--- src/include/ssr_pkg.sv ---
/*
  Shared constants, register map and helper functions of the synthesizer
  serial write port. Assumes a single reference clock domain for all users.
*/
package ssr_pkg;

  // Frame geometry.
  localparam int SSR_ADDR_W = 4;
  localparam int SSR_DATA_W = 12;
  localparam int SSR_FRAME_W = 16;
  localparam int SSR_NUM_REGS = 10;
  localparam int SSR_ALT_W = 12;

  // Bit counts that classify a transfer when select rises.
  localparam logic [4:0] SSR_FRAME_LEN = 5'h10;
  localparam logic [4:0] SSR_SHORT_MIN = 5'h02;
  localparam logic [4:0] SSR_SHORT_MAX = 5'h0c;
  localparam logic [4:0] SSR_COUNT_SAT = 5'h11;

  // Register addresses.
  localparam logic [3:0] SSR_ADDR_MAIN_INTEGER_DIVIDER = 4'h0;
  localparam logic [3:0] SSR_ADDR_MAIN_FRACTION_UPPER = 4'h1;
  localparam logic [3:0] SSR_ADDR_MAIN_FRACTION_LOWER = 4'h2;
  localparam logic [3:0] SSR_ADDR_AUX_INTEGER_DIVIDER = 4'h3;
  localparam logic [3:0] SSR_ADDR_AUX_FRACTION = 4'h4;
  localparam logic [3:0] SSR_ADDR_REFERENCE_DIVIDE_RATIOS = 4'h5;
  localparam logic [3:0] SSR_ADDR_DETECTOR_GAIN_STEERING = 4'h6;
  localparam logic [3:0] SSR_ADDR_POWERDOWN_OUTPUT_SELECT = 4'h7;
  localparam logic [3:0] SSR_ADDR_MODULATION_SETUP = 4'h8;
  localparam logic [3:0] SSR_ADDR_MODULATION_SAMPLE = 4'h9;
  localparam logic [3:0] SSR_ADDR_LAST = 4'h9;

  // Values after reset.
  localparam logic [11:0] SSR_RESET_DIVIDER = 12'h006;
  localparam logic [11:0] SSR_RESET_OTHER = 12'h000;
  localparam logic [9:0] SSR_RATIO_RESET = 10'h026;
  localparam logic [17:0] SSR_DIVIDEND_RESET = 18'h00000;

  // Field positions.
  localparam int SSR_MODSET_SHIFT_LSB = 0;
  localparam int SSR_MODSET_SHIFT_W = 3;
  localparam int SSR_MODSET_ALT_SRC_BIT = 3;
  localparam int SSR_PDSEL_FRAC18_BIT = 11;
  localparam int SSR_INT_INDEX_W = 9;
  localparam int SSR_FRAC_UPPER_W = 10;
  localparam int SSR_FRAC_LOWER_W = 8;
  localparam int SSR_DIVIDEND_W = 18;
  localparam int SSR_RATIO_W = 10;

  // The divider index is stored as the divide ratio less this offset.
  localparam logic [9:0] SSR_RATIO_OFFSET = 10'h020;

  // Pin synchroniser lanes and their idle levels.
  localparam int SSR_PIN_W = 5;
  localparam int SSR_PIN_SCLK = 0;
  localparam int SSR_PIN_SDATA = 1;
  localparam int SSR_PIN_NCS = 2;
  localparam int SSR_PIN_MODIN = 3;
  localparam int SSR_PIN_VCO = 4;
  localparam logic [4:0] SSR_PIN_IDLE = 5'h04;

  // Sign-extends the low len bits of raw to the full 12 bits.
  function automatic logic [11:0] ssr_sext(input logic [11:0] raw, input logic [3:0] len);
    logic [11:0] mask;
    logic sgn;
    mask = 12'hfff >> (4'hc - len);
    sgn = raw[len - 4'h1];
    ssr_sext = sgn ? (raw | ~mask) : (raw & mask);
  endfunction

  // Value a register takes after reset.
  function automatic logic [11:0] ssr_reset_value(input logic [3:0] addr);
    ssr_reset_value = ((addr == SSR_ADDR_MAIN_INTEGER_DIVIDER) ||
                       (addr == SSR_ADDR_AUX_INTEGER_DIVIDER)) ? SSR_RESET_DIVIDER
                                                                : SSR_RESET_OTHER;
  endfunction

endpackage

--- src/include/ssr_mod_if.sv ---
/*
  Link between the serial port and its modulation hand-over unit.
  Assumes both ends run on the reference clock.
*/
`timescale 1ns/1ns
interface ssr_mod_if;
  logic [11:0] sample;
  logic [2:0] shift;
  logic load;
  logic vco_level;

  modport port (output sample, output shift, output load, output vco_level);
  modport unit (input sample, input shift, input load, input vco_level);
endinterface

--- src/rtl/ssr_sync.sv ---
/*
  Two-flop synchroniser for a bundle of pin inputs.
  Assumes each lane is an independent level; no word coherence is promised.
*/
`timescale 1ns/1ns
module ssr_sync #(
  parameter int W = 5,
  parameter logic [W-1:0] IDLE = '0
) (
  input wire logic clk_in,
  input wire logic nrst_in,
  input wire logic [W-1:0] async_in,
  output logic [W-1:0] sync_out
);

  logic [W-1:0] stage1;
  logic [W-1:0] next_stage1;
  logic [W-1:0] next_sync;

  // The first stage feeds only the second stage, to contain metastability.
  always_comb begin
    next_stage1 = async_in;
    next_sync = stage1;
  end

  always_ff @(posedge clk_in or negedge nrst_in) begin
    if (!nrst_in) begin
      stage1 <= IDLE;
      sync_out <= IDLE;
    end else begin
      stage1 <= next_stage1;
      sync_out <= next_sync;
    end
  end

endmodule // ssr_sync

--- src/rtl/ssr_mod_unit.sv ---
/*
  Modulation hand-over: presents the latest modulation sample, scaled by
  two to the power of the magnitude offset, at the first falling edge of the
  divided main VCO clock after the sample register is written.
  Assumes vco_level is already synchronised to the reference clock.
*/
`timescale 1ns/1ns
module ssr_mod_unit
  import ssr_pkg::*;
#(
  parameter int OUT_W = 19
) (
  input wire logic clk_in,
  input wire logic nrst_in,
  ssr_mod_if.unit mif,
  output logic [OUT_W-1:0] mod_value_out,
  output logic mod_strobe_out
);

  logic vco_prev;
  logic pending;
  logic next_pending;
  logic [OUT_W-1:0] next_value;
  logic next_strobe;
  logic vco_fall;
  logic [OUT_W-1:0] extended;

  // A fresh write that coincides with the edge is consumed by that edge.
  always_comb begin
    vco_fall = vco_prev & ~mif.vco_level;
    extended = {{(OUT_W - SSR_DATA_W){mif.sample[SSR_DATA_W-1]}}, mif.sample};
    next_value = mod_value_out;
    next_strobe = 1'b0;
    next_pending = pending | mif.load;
    if (vco_fall && (pending || mif.load)) begin
      next_value = extended << mif.shift; // RULE8
      next_strobe = 1'b1; // RULE2
      next_pending = 1'b0;
    end
  end

  always_ff @(posedge clk_in or negedge nrst_in) begin
    if (!nrst_in) begin
      vco_prev <= 1'b0;
      pending <= 1'b0;
      mod_value_out <= '0;
      mod_strobe_out <= 1'b0;
    end else begin
      vco_prev <= mif.vco_level;
      pending <= next_pending;
      mod_value_out <= next_value;
      mod_strobe_out <= next_strobe;
    end
  end

endmodule // ssr_mod_unit

--- src/rtl/ssr_serial_regs.sv ---
/*
  Three-wire serial write port of a dual fractional-N synthesizer: addressed
  16-bit register writes and short modulation strobes, with the modulation
  hand-over to the divided main VCO clock.
  Assumes all pins are asynchronous to clk_in, the reference oscillator
  clock, and that the serial clock is well below a quarter of its rate.
  // Function
  // RULE1: Sixteen-cycle select means address plus data write.
  // RULE2: Sample handed over at next divided-VCO falling edge.
  // RULE3: Two to twelve cycle strobe loads a sample.
  // RULE4: Short samples come from main data pin normally.
  // RULE5: Setup bit switches samples to alternate pin.
  // RULE6: All pin inputs resynchronised to reference clock.
  // RULE7: Samples of two to twelve bits accepted.
  // RULE8: Magnitude offset multiplies deviation by two power m.
  // RULE9: Controller keeps dividend plus modulation within range.
  // RULE10: Four-bit address selects one of ten registers.
  // RULE11: Twelve data bits follow the four address bits.
  // RULE12: Registers are write only, no readback.
  // RULE13: Ten-bit mode takes dividend from upper register only.
  // RULE14: Divider value means divide ratio minus thirty-two.
  // RULE15: Serial clock rising edge shifts data while selected.
  // RULE16: Select rising before thirteenth edge loads sample.
  // RULE17: Eighteen-bit mode joins upper ten and lower eight.
  // RULE18: New fraction takes effect on upper register write.
  // RULE19: Commit only when select rises after full frame.
  // RULE20: Short samples sign-extended to twelve bits.
*/
`timescale 1ns/1ns
module ssr_serial_regs
  import ssr_pkg::*;
#(
  parameter int MOD_OUT_W = 19
) (
  input wire logic clk_in,
  input wire logic nrst_in,
  input wire logic sclk_in,
  input wire logic sdata_in,
  input wire logic ncs_in,
  input wire logic mod_data_in,
  input wire logic divided_main_vco_clock_in,
  output logic [11:0] main_integer_divider_out,
  output logic [11:0] main_fraction_upper_out,
  output logic [11:0] main_fraction_lower_out,
  output logic [11:0] aux_integer_divider_out,
  output logic [11:0] aux_fraction_out,
  output logic [11:0] reference_divide_ratios_out,
  output logic [11:0] detector_gain_steering_out,
  output logic [11:0] powerdown_output_select_out,
  output logic [11:0] modulation_setup_out,
  output logic [11:0] modulation_sample_out,
  output logic [9:0] main_ratio_out,
  output logic [17:0] main_dividend_out,
  output logic [9:0] aux_ratio_out,
  output logic [9:0] aux_dividend_out,
  output logic [MOD_OUT_W-1:0] mod_value_out,
  output logic mod_strobe_out
);

  // Synchronised pin levels.
  logic [SSR_PIN_W-1:0] pins_sync;
  logic s_sclk;
  logic s_sdata;
  logic s_ncs;
  logic s_modin;

  // Shift state.
  logic sclk_prev;
  logic ncs_prev;
  logic [4:0] bit_count;
  logic [SSR_FRAME_W-1:0] main_shift;
  logic [SSR_ALT_W-1:0] alt_shift;
  logic sample_load;
  logic [4:0] next_bit_count;
  logic [SSR_FRAME_W-1:0] next_main_shift;
  logic [SSR_ALT_W-1:0] next_alt_shift;
  logic next_sample_load;

  // Register file and committed divide ratios.
  logic [11:0] regs [SSR_NUM_REGS];
  logic [11:0] next_regs [SSR_NUM_REGS];
  logic [9:0] next_main_ratio;
  logic [17:0] next_main_dividend;
  logic [9:0] next_aux_ratio;
  logic [9:0] next_aux_dividend;

  // Decode helpers.
  logic sclk_rise;
  logic cs_rise;
  logic [3:0] frame_addr;
  logic [11:0] frame_data;
  logic [11:0] short_raw;
  logic [11:0] upper_val;
  logic frac18;

  ssr_mod_if mif ();

  // Every pin, including the VCO divider clock, crosses here first.
  ssr_sync #(
    .W(SSR_PIN_W),
    .IDLE(SSR_PIN_IDLE)
  ) u_sync (
    .clk_in(clk_in),
    .nrst_in(nrst_in),
    .async_in({divided_main_vco_clock_in, mod_data_in, ncs_in, sdata_in, sclk_in}), // RULE6
    .sync_out(pins_sync)
  );

  assign s_sclk = pins_sync[SSR_PIN_SCLK];
  assign s_sdata = pins_sync[SSR_PIN_SDATA];
  assign s_ncs = pins_sync[SSR_PIN_NCS];
  assign s_modin = pins_sync[SSR_PIN_MODIN];

  // Hand-over unit sees the sample register and the magnitude offset.
  assign mif.sample = regs[SSR_ADDR_MODULATION_SAMPLE];
  assign mif.shift = regs[SSR_ADDR_MODULATION_SETUP][SSR_MODSET_SHIFT_LSB +: SSR_MODSET_SHIFT_W];
  assign mif.load = sample_load;
  assign mif.vco_level = pins_sync[SSR_PIN_VCO];

  ssr_mod_unit #(
    .OUT_W(MOD_OUT_W)
  ) u_mod (
    .clk_in(clk_in),
    .nrst_in(nrst_in),
    .mif(mif),
    .mod_value_out(mod_value_out),
    .mod_strobe_out(mod_strobe_out)
  );

  // Edge detection and frame field views of the shift register.
  always_comb begin
    sclk_rise = s_sclk & ~sclk_prev;
    cs_rise = s_ncs & ~ncs_prev;
    frame_addr = main_shift[SSR_FRAME_W-1 -: SSR_ADDR_W]; // RULE11
    frame_data = main_shift[SSR_DATA_W-1:0];
    upper_val = frame_data;
    frac18 = regs[SSR_ADDR_POWERDOWN_OUTPUT_SELECT][SSR_PDSEL_FRAC18_BIT];
    if (regs[SSR_ADDR_MODULATION_SETUP][SSR_MODSET_ALT_SRC_BIT]) begin
      short_raw = alt_shift; // RULE5
    end else begin
      short_raw = main_shift[SSR_DATA_W-1:0]; // RULE4
    end
  end

  // Shifting and classification of each transfer at the rise of select.
  // Frames longer than sixteen bits keep only their last sixteen bits, since
  // the shifter simply drops what falls off the top.
  always_comb begin
    next_bit_count = bit_count;
    next_main_shift = main_shift;
    next_alt_shift = alt_shift;
    next_sample_load = 1'b0;
    for (int i = 0; i < SSR_NUM_REGS; i++) begin
      next_regs[i] = regs[i];
    end
    next_main_ratio = main_ratio_out;
    next_main_dividend = main_dividend_out;
    next_aux_ratio = aux_ratio_out;
    next_aux_dividend = aux_dividend_out;
    if (cs_rise) begin
      next_bit_count = 5'h00;
      if (bit_count >= SSR_FRAME_LEN) begin // RULE1 RULE19
        if (frame_addr <= SSR_ADDR_LAST) begin // RULE10
          next_regs[frame_addr] = frame_data;
          if (frame_addr == SSR_ADDR_MODULATION_SAMPLE) begin
            next_sample_load = 1'b1;
          end
          if (frame_addr == SSR_ADDR_MAIN_FRACTION_UPPER) begin // RULE18
            next_main_ratio = SSR_RATIO_OFFSET +
              {1'b0, regs[SSR_ADDR_MAIN_INTEGER_DIVIDER][SSR_INT_INDEX_W-1:0]}; // RULE14
            if (frac18) begin
              next_main_dividend = {upper_val[SSR_FRAC_UPPER_W-1:0],
                regs[SSR_ADDR_MAIN_FRACTION_LOWER][SSR_FRAC_LOWER_W-1:0]}; // RULE17
            end else begin
              next_main_dividend = {{(SSR_DIVIDEND_W - SSR_FRAC_UPPER_W){upper_val[9]}},
                upper_val[SSR_FRAC_UPPER_W-1:0]}; // RULE13
            end
          end
          if (frame_addr == SSR_ADDR_AUX_FRACTION) begin
            next_aux_ratio = SSR_RATIO_OFFSET +
              {1'b0, regs[SSR_ADDR_AUX_INTEGER_DIVIDER][SSR_INT_INDEX_W-1:0]}; // RULE14
            next_aux_dividend = frame_data[SSR_RATIO_W-1:0];
          end
        end
      end else if ((bit_count >= SSR_SHORT_MIN) && (bit_count <= SSR_SHORT_MAX)) begin // RULE3 RULE16
        next_regs[SSR_ADDR_MODULATION_SAMPLE] = ssr_sext(short_raw, bit_count[3:0]); // RULE7 RULE20
        next_sample_load = 1'b1;
      end
    end else if (s_ncs) begin
      next_bit_count = 5'h00;
    end else if (sclk_rise) begin
      next_main_shift = {main_shift[SSR_FRAME_W-2:0], s_sdata}; // RULE15
      next_alt_shift = {alt_shift[SSR_ALT_W-2:0], s_modin};
      if (bit_count != SSR_COUNT_SAT) begin
        next_bit_count = bit_count + 5'h01;
      end
    end
  end

  // Registers update on every edge; there is no read path at all.
  always_ff @(posedge clk_in or negedge nrst_in) begin
    if (!nrst_in) begin
      sclk_prev <= 1'b0;
      ncs_prev <= 1'b1;
      bit_count <= 5'h00;
      main_shift <= '0;
      alt_shift <= '0;
      sample_load <= 1'b0;
      for (int i = 0; i < SSR_NUM_REGS; i++) begin
        regs[i] <= ssr_reset_value(4'(i));
      end
      main_ratio_out <= SSR_RATIO_RESET;
      main_dividend_out <= SSR_DIVIDEND_RESET;
      aux_ratio_out <= SSR_RATIO_RESET;
      aux_dividend_out <= '0;
    end else begin
      sclk_prev <= s_sclk;
      ncs_prev <= s_ncs;
      bit_count <= next_bit_count;
      main_shift <= next_main_shift;
      alt_shift <= next_alt_shift;
      sample_load <= next_sample_load;
      for (int i = 0; i < SSR_NUM_REGS; i++) begin
        regs[i] <= next_regs[i]; // RULE12
      end
      main_ratio_out <= next_main_ratio;
      main_dividend_out <= next_main_dividend;
      aux_ratio_out <= next_aux_ratio;
      aux_dividend_out <= next_aux_dividend;
    end
  end

  // Register contents leave straight from their flops.
  assign main_integer_divider_out = regs[SSR_ADDR_MAIN_INTEGER_DIVIDER];
  assign main_fraction_upper_out = regs[SSR_ADDR_MAIN_FRACTION_UPPER];
  assign main_fraction_lower_out = regs[SSR_ADDR_MAIN_FRACTION_LOWER];
  assign aux_integer_divider_out = regs[SSR_ADDR_AUX_INTEGER_DIVIDER];
  assign aux_fraction_out = regs[SSR_ADDR_AUX_FRACTION];
  assign reference_divide_ratios_out = regs[SSR_ADDR_REFERENCE_DIVIDE_RATIOS];
  assign detector_gain_steering_out = regs[SSR_ADDR_DETECTOR_GAIN_STEERING];
  assign powerdown_output_select_out = regs[SSR_ADDR_POWERDOWN_OUTPUT_SELECT];
  assign modulation_setup_out = regs[SSR_ADDR_MODULATION_SETUP];
  assign modulation_sample_out = regs[SSR_ADDR_MODULATION_SAMPLE];

  // The controller must keep dividend plus sample in range; no check here. RULE9

endmodule // ssr_serial_regs

--- config.mk ---
export PLATFORM = sky130hd
export DESIGN_NAME = ssr_serial_regs
export DESIGN_NICKNAME = d
export VERILOG_FILES = /design/src/include/ssr_pkg.sv /design/src/include/ssr_mod_if.sv /design/src/rtl/ssr_sync.sv /design/src/rtl/ssr_mod_unit.sv /design/src/rtl/ssr_serial_regs.sv
export SDC_FILE = /design/constraint.sdc
export NUM_CORES = 1
export LEC_CHECK = 0
export BUFFER_PORTS_ARGS = -buffer_cell sky130_fd_sc_hd__buf_2
export CAP_MARGIN = 20
export CORE_ASPECT_RATIO = 0.75
export CORE_MARGIN = 4
export CORE_UTILIZATION = 55
export CTS_CLUSTER_DIAMETER = 30
export DETAILED_ROUTE_END_ITERATION = 7
export PLACE_DENSITY = 0.79
export SLEW_MARGIN = 40
export SYNTH_ARGS = -nofsm -noshare
export SYNTH_HDL_FRONTEND = slang
export SYNTH_SLANG_ARGS = --single-unit
export TNS_END_PERCENT = 100
--- constraint.sdc ---
create_clock -name clk_in -period 2.65 [get_ports clk_in]
set_input_delay 0.265 -clock clk_in [delete_from_list [all_inputs] [get_ports clk_in]]
set_output_delay 0.265 -clock clk_in [all_outputs]
set_load 0.01 [all_outputs]
---- After elaboration in Yosys (flattened, before gate mapping) ----
Cells that the tools add are included.
operators by class
  add/sub/neg operators ................... 5
  shifts and indexed selects .............. 2
  muxes and demuxes ....................... 22
  eq/ne operators ......................... 5
  bitwise logic cells ..................... 13
  reduce and logical (&&, ||, !) cells .... 13
  magnitude comparators ................... 7
operators by type and width
  cell                   number
  $bwmux 120             1
  $mux 12                6
  $demux 12 s4           1
  $add 6x9->10 const A   2
  $mux 5                 4
  $shl 19x3->19          1
  $mux 17                1
  $and 12x12->12         1
  $not 12->12            1
  $or 12x12->12          1
  $shr 12x4->12 const A  1
  $ge 5x5->1 const B     2
  $reduce_and 3->1       3
  $mux 1                 8
  $reduce_and 4->1       2
  $reduce_bool 3->1      2
  $add 5x1->5 const B    1
  $ge 5x2->1 const B     1
  $le 5x4->1 const B     1
  $lt 4x5->1 const B     1
  $lt 5x1->1 const B     1
  $ne 5x5->1 const B     1
  $not 1->1              5
  $not 4->5              1
  other kinds (14)       18
word-level totals
  output and inout port bits .............. 188
  input bits .............................. 7
  flip-flop bits (word level) ............. 236

---- Depth between registers and ports, before layout ----
Gate-level depths: netlist (run 1).
  depth after elaboration ................. 8
  depth in mapped cells ................... 11
  mapped depth without buffers ............ 7

---- Modules after synthesis ----
From an unflattened synthesis (run 1), not the netlist that was laid out.
second synthesis, totals
  cell total of the unflattened synthesis .. 876
  area, all modules ....................... 10323.7 sq um
modules (own cells, without submodules)
  module           instances  cells each  area each (sq um)
  ssr_serial_regs  1          742         8673.3
  ssr_mod_unit     1          124         1397.6
  ssr_sync         1          10          252.7

---- Least setup slack after synthesis (run 1) ----
OpenSTA, ideal clock, no wires.
  path type ............................... reg2reg
  start point ............................. register bit_count[0]
  end point ............................... register regs, in the netlist modulation_sample_out[4]
  setup time .............................. 136 ps
  required time ........................... 2514 ps
  cell stages (with the launch flop) ...... 12
  setup slack ............................. 325 ps
  arrival time ............................ 2188 ps
  period minus slack after synthesis ...... 2325 ps
  path through ............................ dfrtp_1 -> buf_4 -> buf_6 -> inv_1 -> ha_1 -> buf_2 -> mux2i_1 -> nand3_1 -> and4b_1 -> clkbuf_2 -> o311ai_1 -> nand3_1
on the way
  cells in the longest elaborated chain, start to end .. 7
  elaborated cells on any way between the ends .. 18
ends and longest elaborated chain
  element                        line                    source
  start, declared                ssr_serial_regs.sv:70   logic [4:0] bit_count;
  start signal, assigned         ssr_serial_regs.sv:219  bit_count <= next_bit_count;
  $sub 4x4->4                    ssr_pkg.sv:66           mask = 12'hfff >> (4'hc - len);
  $shr 12x4->12                  ssr_pkg.sv:66
  $not 12->12                    ssr_pkg.sv:68           ssr_sext = sgn ? (raw | ~mask) : (raw & mask);
  $or 12x12->12                  ssr_pkg.sv:68
  $mux 12                        ssr_pkg.sv:68
  $mux 12                        ssr_serial_regs.sv:185  end else if ((bit_count >= SSR_SHORT_MIN) && (bit_count <= SSR_SHORT_MAX)) begin
  $mux 12                        ssr_serial_regs.sv:162  if (bit_count >= SSR_FRAME_LEN) begin
  end signal, assigned by index  ssr_serial_regs.sv:210  regs[i] <= ssr_reset_value(4'(i));
  end signal, assigned by index  ssr_serial_regs.sv:224  regs[i] <= next_regs[i];
  end, declared                  ssr_serial_regs.sv:80   logic [11:0] regs [SSR_NUM_REGS];
Several ways; a longest one is shown, not always the timed one. The select of a mux whose other input is x is not followed.
A chain may end at the register's enable or synchronous reset.

---- Final worst setup path (run 1) ----
  start point ............................. register bit_count[1]
  end point ............................... register regs, in the netlist modulation_sample_out[11]
Same word-level chain as after synthesis.

==> metrics.md, run 1 <==
| Metric | Value |
|---|---|
| Status | `completed` |
| Final setup fails | `0` |
| Count of different cell masters after synthesis | `60` |
| Via count | `7500` |
| Data required, critical path | `3070 ps` |
| Setup CP Type | `reg2reg` |
| Synthesized area | `10300 sq um` |
| CORE AREA | `18000 sq um` |
| Clk_lat worst skew | `520 ps` |
| Layout area overhead | `26.1%` |
| Worst path max stage delay | `500 ps` |
| Post-DP Area | `11600 sq um` |
| Top_reg_cell synth | `dfrtp_1` |
| Initial antenna violation count | `0` |
| Combinational Power Share | `13.2%` |
| Count of antenna-violating nets left after detailed routing | `0` |
| Total grt overflow | `0` |
| DPL Wire Length | `17600 microns` |
| Clock power frac | `48.1%` |
| FP Rows | `42` |
| Sink Count | `236` |
| #FFs+latches synth | `236` |
| Max-Cap Viols | `0` |
| Total iterations of the first detailed-routing run | `4` |
| Max Slew Vio Count | `0` |
| Most area-hungry cell type in the Yosys netlist | `dfrtp_1` |
| Power Dens Cells | `803 nW/um^2` |
| Startpoint Class | `register` |
| Fmax | `418 MHz` |
| Synth top area share | `54.3%` |
| Syn Nets | `864` |
| Crit-path slowest cell | `ha_2` |
| Setup crit end kind | `register` |
| P_int | `7.55 mW` |
| Total CTS buffers | `37` |
| Fin Setup TNS | `0 ps` |
| Number of global-route vias before repair | `7743` |
| # IOs | `195` |
| Post-route cell area | `13000 sq um` |
| Slew @ Worst Pin | `689 ps` |
| Placer Congestion | `0.915` |
| DRT Wirelength | `27400 microns` |
| Switching Fraction | `27.5%` |
| CTS clk-pin slew, worst paths | `60 ps` |
| Final Cycle Share | `90.2%` |
| Root Buffer | `clkbuf_16` |
| # diodes | `0` |
| Die Y | `126 microns` |
| Fin. Hold Viols | `0` |
| Part of the Yosys area used for sequential elements | `57.6%` |
| Most common cell after layout, fill and taps aside | `dfrtp_1` |
| Crit-path max FO | `12` |
| Cells after Synth | `850` |
| Synth async-reset ratio | `100%` |
| Top reg by flops | `u_mod.mod_value_out` |
| Post-synth EDFFs | `0` |
| Dpl cells | `1262` |
| Iter 0 DRT Violations | `535` |
| Starting density of the core | `57.2%` |
| NetSw | `2.86 mW` |
| First-pass GRT wire length | `44400 microns` |
| CP arrival | `2810 ps` |
| PortBufs | `194` |
| Synth area leaders | `dfrtp_1 54%, mux2_2 14%, nand2_1 5.0%, mux2i_1 3.4%, dfstp_2 3.3%` |
| DR DRC count | `0` |
| Peak VDD IR | `0.491 mV` |
| Pwr Total | `10.4 mW` |
| Routed len/inst | `20.5 microns` |
| H-tree lvl count | `2` |
| Clk buf depth | `3` |
| Worst hold slack | `335 ps` |
| Hold WC Path Type | `in2async` |
| Flop pwr share | `38.7%` |
| Largest net degree at the start of global routing | `72` |
| Lkg Pwr | `6.71 nW` |
| Yosys warning count | `0` |
| Syn Area/Cell | `12.1 sq um` |
| Die area | `21000 sq um` |
| Top Registers | `u_mod.mod_value_out (19), main_dividend_out (18), main_shift (16)` |
| Die X | `166 microns` |
| Worst slew margin | `54.1%` |
| Most frequent cells in the layout | `222 x dfrtp_1, 193 x buf_2, 136 x nand2_1, 125 x mux2_2, 42 x o21ai_0` |
| RSZ-0062 raised after global routing | `false` |
| Vias per inst | `5.61` |
| Global-route usage over all layers | `26.3%` |
| CTS tree | `yes` |
| Layout cell share with drive strength beyond 1 | `42.4%` |
| Max reg flops | `19` |
| Layout Skew | `22.8 ps` |
| Final min period | `2390 ps` |
| Nets | `1079` |
| Non-Filler Instances | `1336` |
| Critical Path, Cell by Cell | `inv_1, ha_2, mux4_2, a221oi_4, o21ai_2, o211ai_1` |
==> area by class of cell <==
| type | instances | area [sq um] |
|---|---|---|
| timing repair buffer | 235 | 1330 |
| sequential | 236 | 5920 |
| fill | 1246 | 5010 |
| tap | 242 | 303 |
| multi-input combinational | 547 | 4060 |
| inverter | 8 | 30.0 |
| clock inverter | 20 | 269 |
| clock buffer | 48 | 1050 |
==> metal layers <==
layer  GRT usage, %  vias up  share of wire, %
li1               -     3392                 -
met1           37.5     3742                44
met5              0        -                 0
met4           7.03        0               2.2
met2           39.3      307                45
met3           8.49       59               9.0
==> through the flow <==
| stage | worst slack [ps] | util, % |
|---|---|---|
| after floorplan | 325 | - |
| after global placement | 202 | 64.4 |
| after detailed placement | 111 | 64.4 |
| after CTS | 85.9 | 72.1 |
| after global routing | 79.2 | 72.1 |
| final | 259 | 72.1 |
==> worst paths after layout <==
check,start,to,slack [ps],cells after the start
max,bit_count[1],modulation_sample_out[11],260,6
min,nrst_in,main_dividend_out[14],340,2
max reg2reg,bit_count[1],modulation_sample_out[11],260,6
min reg2reg,u_sync.next_sync[1],u_sync.sync_out[1],350,0
max in group asynchronous,nrst_in,aux_ratio_out[2],1560,3
min in group clk_in,u_sync.next_sync[1],u_sync.sync_out[1],350,0
==> power groups by stage <==
stage	clock (mW)	combinational [mW]	sequential, mW
finish	5.00	1.38	4.03
global route	5.26	1.48	4.05
CTS	5.05	1.37	4.02
detailed placement	0	1.34	4.08
global placement	0	1.33	4.07
floorplan	0	0.650	4.09
==> what timing repair did <==
action                     in CTS  in global routing
setup endpoints to repair       0                 11
hold buffers                    6                  0
resized for setup               0                  2
buffers inserted                0                  0
hold endpoints to repair       69                  0
==> cell usage after synthesis, types with 2 or more instances <==
library cell / count
a21oi_1: 37
nor3_1: 2
nor2b_1: 8
mux4_2: 3
a211oi_1: 4
nand3b_1: 3
mux2_2: 125
and4b_1: 2
o211ai_1: 7
dfrtp_1: 223
nand2b_1: 3
mux2_4: 10
inv_1: 7
o21ai_0: 43
nor4bb_1: 2
or3_4: 2
nand3_1: 14
buf_2: 14
mux2_1: 4
a31oi_1: 3
mux2i_1: 35
dfstp_2: 13
or3b_1: 2
a221oi_1: 3
ha_1: 7
and2_1: 2
o21ai_1: 2
buf_6: 3
and3_1: 2
a22o_1: 2
nor3b_2: 3
nand2_1: 137
or3_1: 3
clkbuf_1: 31
buf_1: 4
nor2_1: 42
a41oi_1: 3
o21ai_2: 2
o41ai_1: 2
xor2_1: 5
buf_4: 6
xnor2_1: 7
==> kinds of logic after synthesis <==
family	Yosys count	share of synthesized area [%]
xor+xnor	13	1.18
fa+ha+maj	7	0.852
mux	177	19.7
simple gates	230	10.2
buf+inv	67	3.07
flops	236	57.6
compound gates	120	7.44
==> worst max-delay path, delay by kind of cell, from the launching register on <==
kind                       cells  cell delay, ps
adders and majority gates      1             500
muxes                          1             380
buffers and inverters          1             120
AOI/OAI and AO/OA              3             840
DFF                            1             450
Note: power is estimated with default switching activity, not from simulation.
==> run 2, diff against run 1 <==
- CORE_UTILIZATION: 55 -> 35
- PLACE_DENSITY: 0.79 -> 0.58
==> metrics.md, run 2 (synthesized netlist as in run 1, its figures left out) <==
| Metric | Value |
|---|---|
| Status | `completed` |
| Worst R2R End | `modulation_sample_out[4]` |
| Slew @ Worst Pin | `782 ps` |
| CORE AREA | `29000 sq um` |
| Layout fillers | `2698` |
| Global-route usage over all layers | `18.0%` |
| Final setup fails | `0` |
| CTS tree | `yes` |
| Worst hold slack | `306 ps` |
| # IOs | `195` |
| Total grt overflow | `0` |
| # diodes | `0` |
| Vias per inst | `4.88` |
| Iter 0 DRT Violations | `374` |
| Layout Skew | `27.6 ps` |
| Count of antenna-violating nets left after detailed routing | `0` |
| Top routing layer in use | `met4` |
| Max reg flops | `19` |
| Layout area overhead | `33.1%` |
| DRT Wirelength | `28900 microns` |
| Top reg by flops | `u_mod.mod_value_out` |
| R2r worst-path depth | `8` |
| Die Y | `156 microns` |
| Post-route cell area | `13700 sq um` |
| Met2 wire length | `12300 microns` |
| Nets | `1097` |
| Max-Cap Viols | `0` |
| CTS clk-pin slew, worst paths | `50 ps` |
| Worst slew margin | `47.5%` |
| Lkg Pwr | `6.99 nW` |
| Hold WC Path Type | `in2async` |
| Crit-path max FO | `8` |
| Max Slew Vio Count | `0` |
| Initial antenna violation count | `1` |
| Placer Congestion | `0.858` |
| Die X | `206 microns` |
| Setup crit end | `modulation_sample_out[4]` |
| Data required, critical path | `3050 ps` |
| Starting density of the core | `35.5%` |
| Final min period | `2260 ps` |
| Setup crit end kind | `register` |
| Startpoint Class | `register` |
| Most common cell after layout, fill and taps aside | `dfrtp_1` |
| PortBufs | `194` |
| Routed len/inst | `19.1 microns` |
| Fmax | `442 MHz` |
| DR DRC count | `0` |
| Final worst slack | `389 ps` |
| Sink Count | `236` |
| Most frequent cells in the layout | `223 x dfrtp_1, 193 x buf_2, 136 x nand2_1, 125 x mux2_2, 50 x clkbuf_16` |
| Number of global-route vias before repair | `7675` |
| Met3 Wirelength | `2430 microns` |
| Fin. Hold Viols | `0` |
| Root Buffer | `clkbuf_16` |
| Layout cell share with drive strength beyond 1 | `43.0%` |
| Flop-to-flop setup slack | `390 ps` |
| Post-DP Area | `11800 sq um` |
| Peak VDD IR | `0.520 mV` |
| Clk_lat worst skew | `550 ps` |
| Timing startpoint of the critical path | `bit_count[1]` |
| First-pass GRT wire length | `45400 microns` |
| Non-Filler Instances | `1517` |
| Clk buf depth | `3` |
| RSZ-0062 raised after global routing | `false` |
| CP arrival | `2660 ps` |
| DPL Wire Length | `18800 microns` |
| Post-CTS resize count | `0` |
| Final Cycle Share | `85.3%` |
| Dpl cells | `1417` |
| H-tree lvl count | `2` |
| Setup CP Type | `reg2reg` |
| FP Rows | `54` |
| Fin Setup TNS | `0 ps` |
| Die area | `32200 sq um` |
| Top Registers | `u_mod.mod_value_out (19), main_dividend_out (18), main_shift (16)` |
| Pre-CTS WS | `397 ps` |
| Worst r2r src | `bit_count[1]` |
| Largest net degree at the start of global routing | `69` |
| Power Dens Cells | `882 nW/um^2` |
| WL met1 | `13400 microns` |
| Via count | `7403` |
| Total iterations of the first detailed-routing run | `5` |
| Total CTS buffers | `50` |
==> run 2: final cells by class <==
| cell class | count | area, sq um | share of cell area, % |
|---|---|---|---|
| multi-input cells | 547 | 4050 | 29.6 |
| inverters | 8 | 30.0 | 0.220 |
| flip-flops and latches | 236 | 5920 | 43.3 |
| clock buffers | 69 | 1390 | 10.2 |
| well taps | 392 | 490 | 3.59 |
| clock inverters | 25 | 412 | 3.01 |
| repair buffers | 240 | 1380 | 10.1 |
==> run 2: how the worst min path moves through the flow <==
stage | to
floorplan | alt_shift[0]
global placement | u_sync.next_sync[3]
detailed placement | u_sync.next_sync[3]
CTS | main_ratio_out[8]
global route | main_ratio_out[8]
finish | main_ratio_out[7]
==> run 2: repair_timing <==
action / CTS / global route
endpoints found under the hold margin: 64 / 0
buffers inserted: 0 / 0
hold buffers: 6 / 0
==> run 2: per-layer routing <==
layer / global-route usage (%) / vias to the layer above
li1: - / 3441
met2: 25.7 / 245
met4: 5.54 / 0
met5: 0 / -
met3: 6.40 / 52
met1: 25.9 / 3665
==> run 2: through the flow <==
stage / util (%) / total power, mW
6_report: 47.2 / 12.1
5_1_grt: 47.2 / 12.5
4_1_cts: 47.2 / 12.2
3_5_place_dp: 40.7 / 5.51
3_3_place_gp: 40.7 / 5.51
2_1_floorplan: - / 4.74
==> run 2: worst max-delay path, cell delays in order (launching register included) <==
cell and delay [ps]:
dfrtp_1 330, inv_1 90, ha_1 450, buf_4 200
nor2b_1 50, a221oi_2 400, a221oi_4 180, o311ai_1 310
nand3_1 110
==> run 2: report_power, final <==
| part | total [mW] | internal [mW] | switching (mW) |
|---|---|---|---|
| Sequential | 4.03 | 3.83 | 0.203 |
| Combinational | 1.43 | 0.492 | 0.934 |
| Clock | 6.61 | 4.63 | 1.98 |
==> run 3, diff against run 2 <==
==> constraint.sdc (replaced) <==
create_clock -name clk_in -period 2.65 [get_ports clk_in]
set_input_delay 0.1325 -clock clk_in [delete_from_list [all_inputs] [get_ports clk_in]]
set_output_delay 0.1325 -clock clk_in [all_outputs]
set_load 0.01 [all_outputs]
==> metrics.md, run 3 (synthesized netlist as in run 1, its figures left out) <==
| Metric | Value |
|---|---|
| Clk buf depth | `3` |
| Timing startpoint of the critical path | `bit_count[1]` |
| Total grt overflow | `0` |
| Max Slew Vio Count | `0` |
| # diodes | `0` |
| Dpl cells | `1416` |
| Grt met3 use | `6.61%` |
| Nets | `1094` |
| Fin. Hold Viols | `0` |
| Slew @ Worst Pin | `746 ps` |
| Die area | `32200 sq um` |
| Root Buffer | `clkbuf_16` |
| Status | `completed` |
| Worst r2r src | `bit_count[1]` |
| Fin Setup TNS | `0 ps` |
| Placer Congestion | `0.876` |
| Met2 GRT Util | `26.2%` |
| DPL Wire Length | `18500 microns` |
| Count of antenna-violating nets left after detailed routing | `0` |
| Non-Filler Instances | `1512` |
| Post-CTS setup buffer count | `0` |
| Final setup fails | `0` |
| Initial antenna violation count | `1` |
| P_int | `8.72 mW` |
| Final Cycle Share | `85.8%` |
| Flop pwr share | `33.9%` |
| DR DRC count | `0` |
| Total iterations of the first detailed-routing run | `5` |
| Busiest grt layer | `met2` |
| Post-layout util | `47.0%` |
| Post-route cell area | `13600 sq um` |
| Layout fillers | `2675` |
| Combinational Power Share | `11.9%` |
| Die X | `206 microns` |
| Hold WC Path Type | `in2async` |
| Largest net degree at the start of global routing | `90` |
| Startpoint Class | `register` |
| CTS clk-pin slew, worst paths | `40 ps` |
| Post-DP Area | `11800 sq um` |
| Via count | `7308` |
| Worst slew margin | `50.2%` |
| Top Registers | `u_mod.mod_value_out (19), main_dividend_out (18), main_shift (16)` |
| Clk_lat worst skew | `560 ps` |
| Pwr Total | `11.9 mW` |
| Routed len/inst | `18.7 microns` |
| Number of global-route vias before repair | `7746` |
| Power Dens Cells | `871 nW/um^2` |
| Starting density of the core | `35.5%` |
| Global-route usage over all layers | `17.8%` |
| Layout Skew | `31.0 ps` |
| Crit-path max FO | `8` |
| Max reg flops | `19` |
| Iter 0 DRT Violations | `324` |
| H-tree lvl count | `2` |
| Sink Count | `236` |
| Most frequent cells in the layout | `223 x dfrtp_1, 193 x buf_2, 136 x nand2_1, 125 x mux2_2, 49 x clkbuf_16` |
| Most common cell after layout, fill and taps aside | `dfrtp_1` |
| First-pass GRT wire length | `45100 microns` |
| DRT Wirelength | `28200 microns` |
| Final min period | `2270 ps` |
| Peak VDD IR | `0.606 mV` |
| Layout cell share with drive strength beyond 1 | `43.4%` |
| PortBufs | `194` |
| Max-Cap Viols | `0` |
| Layout area overhead | `32.5%` |
| NetSw | `3.14 mW` |
| CORE AREA | `29000 sq um` |
| CP arrival | `2720 ps` |
| RSZ-0062 raised after global routing | `false` |
| # IOs | `195` |
| Setup CP Type | `reg2reg` |
| Grt met1 use | `25.0%` |
| FP Rows | `54` |
| Switching Fraction | `26.5%` |
| Data required, critical path | `3090 ps` |
| Total CTS buffers | `48` |
| Lkg Pwr | `6.96 nW` |
| Clock power frac | `54.1%` |
| Vias per inst | `4.83` |
| Die Y | `156 microns` |
| Fmax | `440 MHz` |
| Top reg by flops | `u_mod.mod_value_out` |
| Setup crit end kind | `register` |
| CTS tree | `yes` |
## run 3: cell types whose count changed in the layout (fill, tap and decap cells not counted)
cell | before | now
clkbuf_1 | 12 | 6
inv_6 | 3 | 2
inv_16 | 0 | 2
o21ai_1 | 3 | 2
clkinvlp_4 | 4 | 6
clkinv_4 | 1 | 3
buf_4 | 37 | 36
o21ai_2 | 2 | 3
bufinv_16 | 10 | 9
clkbuf_16 | 50 | 49
clkinv_2 | 6 | 9
clkbuf_8 | 7 | 4
clkinv_8 | 1 | 0
## run 3: timing repair
item	4_1_cts	5_1_grt
gates resized for setup	0	0
hold buffers	6	0
endpoints found under the hold margin	85	0
## run 3: per-stage QoR
stage,worst slack [ps],hold WS [ps]
after detailed placement,410,217
after floorplan,325,-163
after global placement,458,214
after global routing,208,232
after CTS,399,216
final,376,207
## run 3: power groups by stage
stage / combinational, mW / clock [mW] / sequential, mW
CTS: 1.43 / 6.55 / 4.03
global route: 1.54 / 6.76 / 4.06
detailed placement: 1.41 / 0 / 4.08
floorplan: 0.650 / 0 / 4.09
global placement: 1.41 / 0 / 4.08
finish: 1.41 / 6.42 / 4.03
## run 3: area by class of cell
class                   count  area, sq um  area share (%)
well taps                 392          490            3.60
flip-flops and latches    236         5920            43.5
clock inverters            31          444            3.26
inverters                   8         30.0           0.221
clock buffers              59         1300            9.58
repair buffers            239         1370            10.1
multi-input cells         547         4050            29.8
## run 3: path summary, 6_finish.rpt
kind	slack, ps	to	cells after the start
worst max-delay path	380	modulation_sample_out[10]	7
worst min-delay path	210	u_mod.mod_value_out[10]	2
min in group clk_in	250	u_sync.next_sync[2]	2
worst max register to register	380	modulation_sample_out[10]	7
worst min register to register	350	u_sync.sync_out[1]	0
max in group asynchronous	1640	main_shift[11]	3
## run 3: worst max-delay path, cell delays in order, from the launching register on
cell and delay (ps):
dfrtp_1 340, inv_1 100, ha_1 450, buf_4 180, mux4_2 320, a221oi_4 460, o21ai_2 130, o22ai_1 210
## run 3: per-layer routing
| metal | wire length, microns | up-vias |
|---|---|---|
| met5 | 0 | - |
| met4 | 493 | 0 |
| met3 | 2300 | 43 |
| met2 | 12100 | 208 |
| met1 | 13300 | 3627 |
| li1 | - | 3430 |
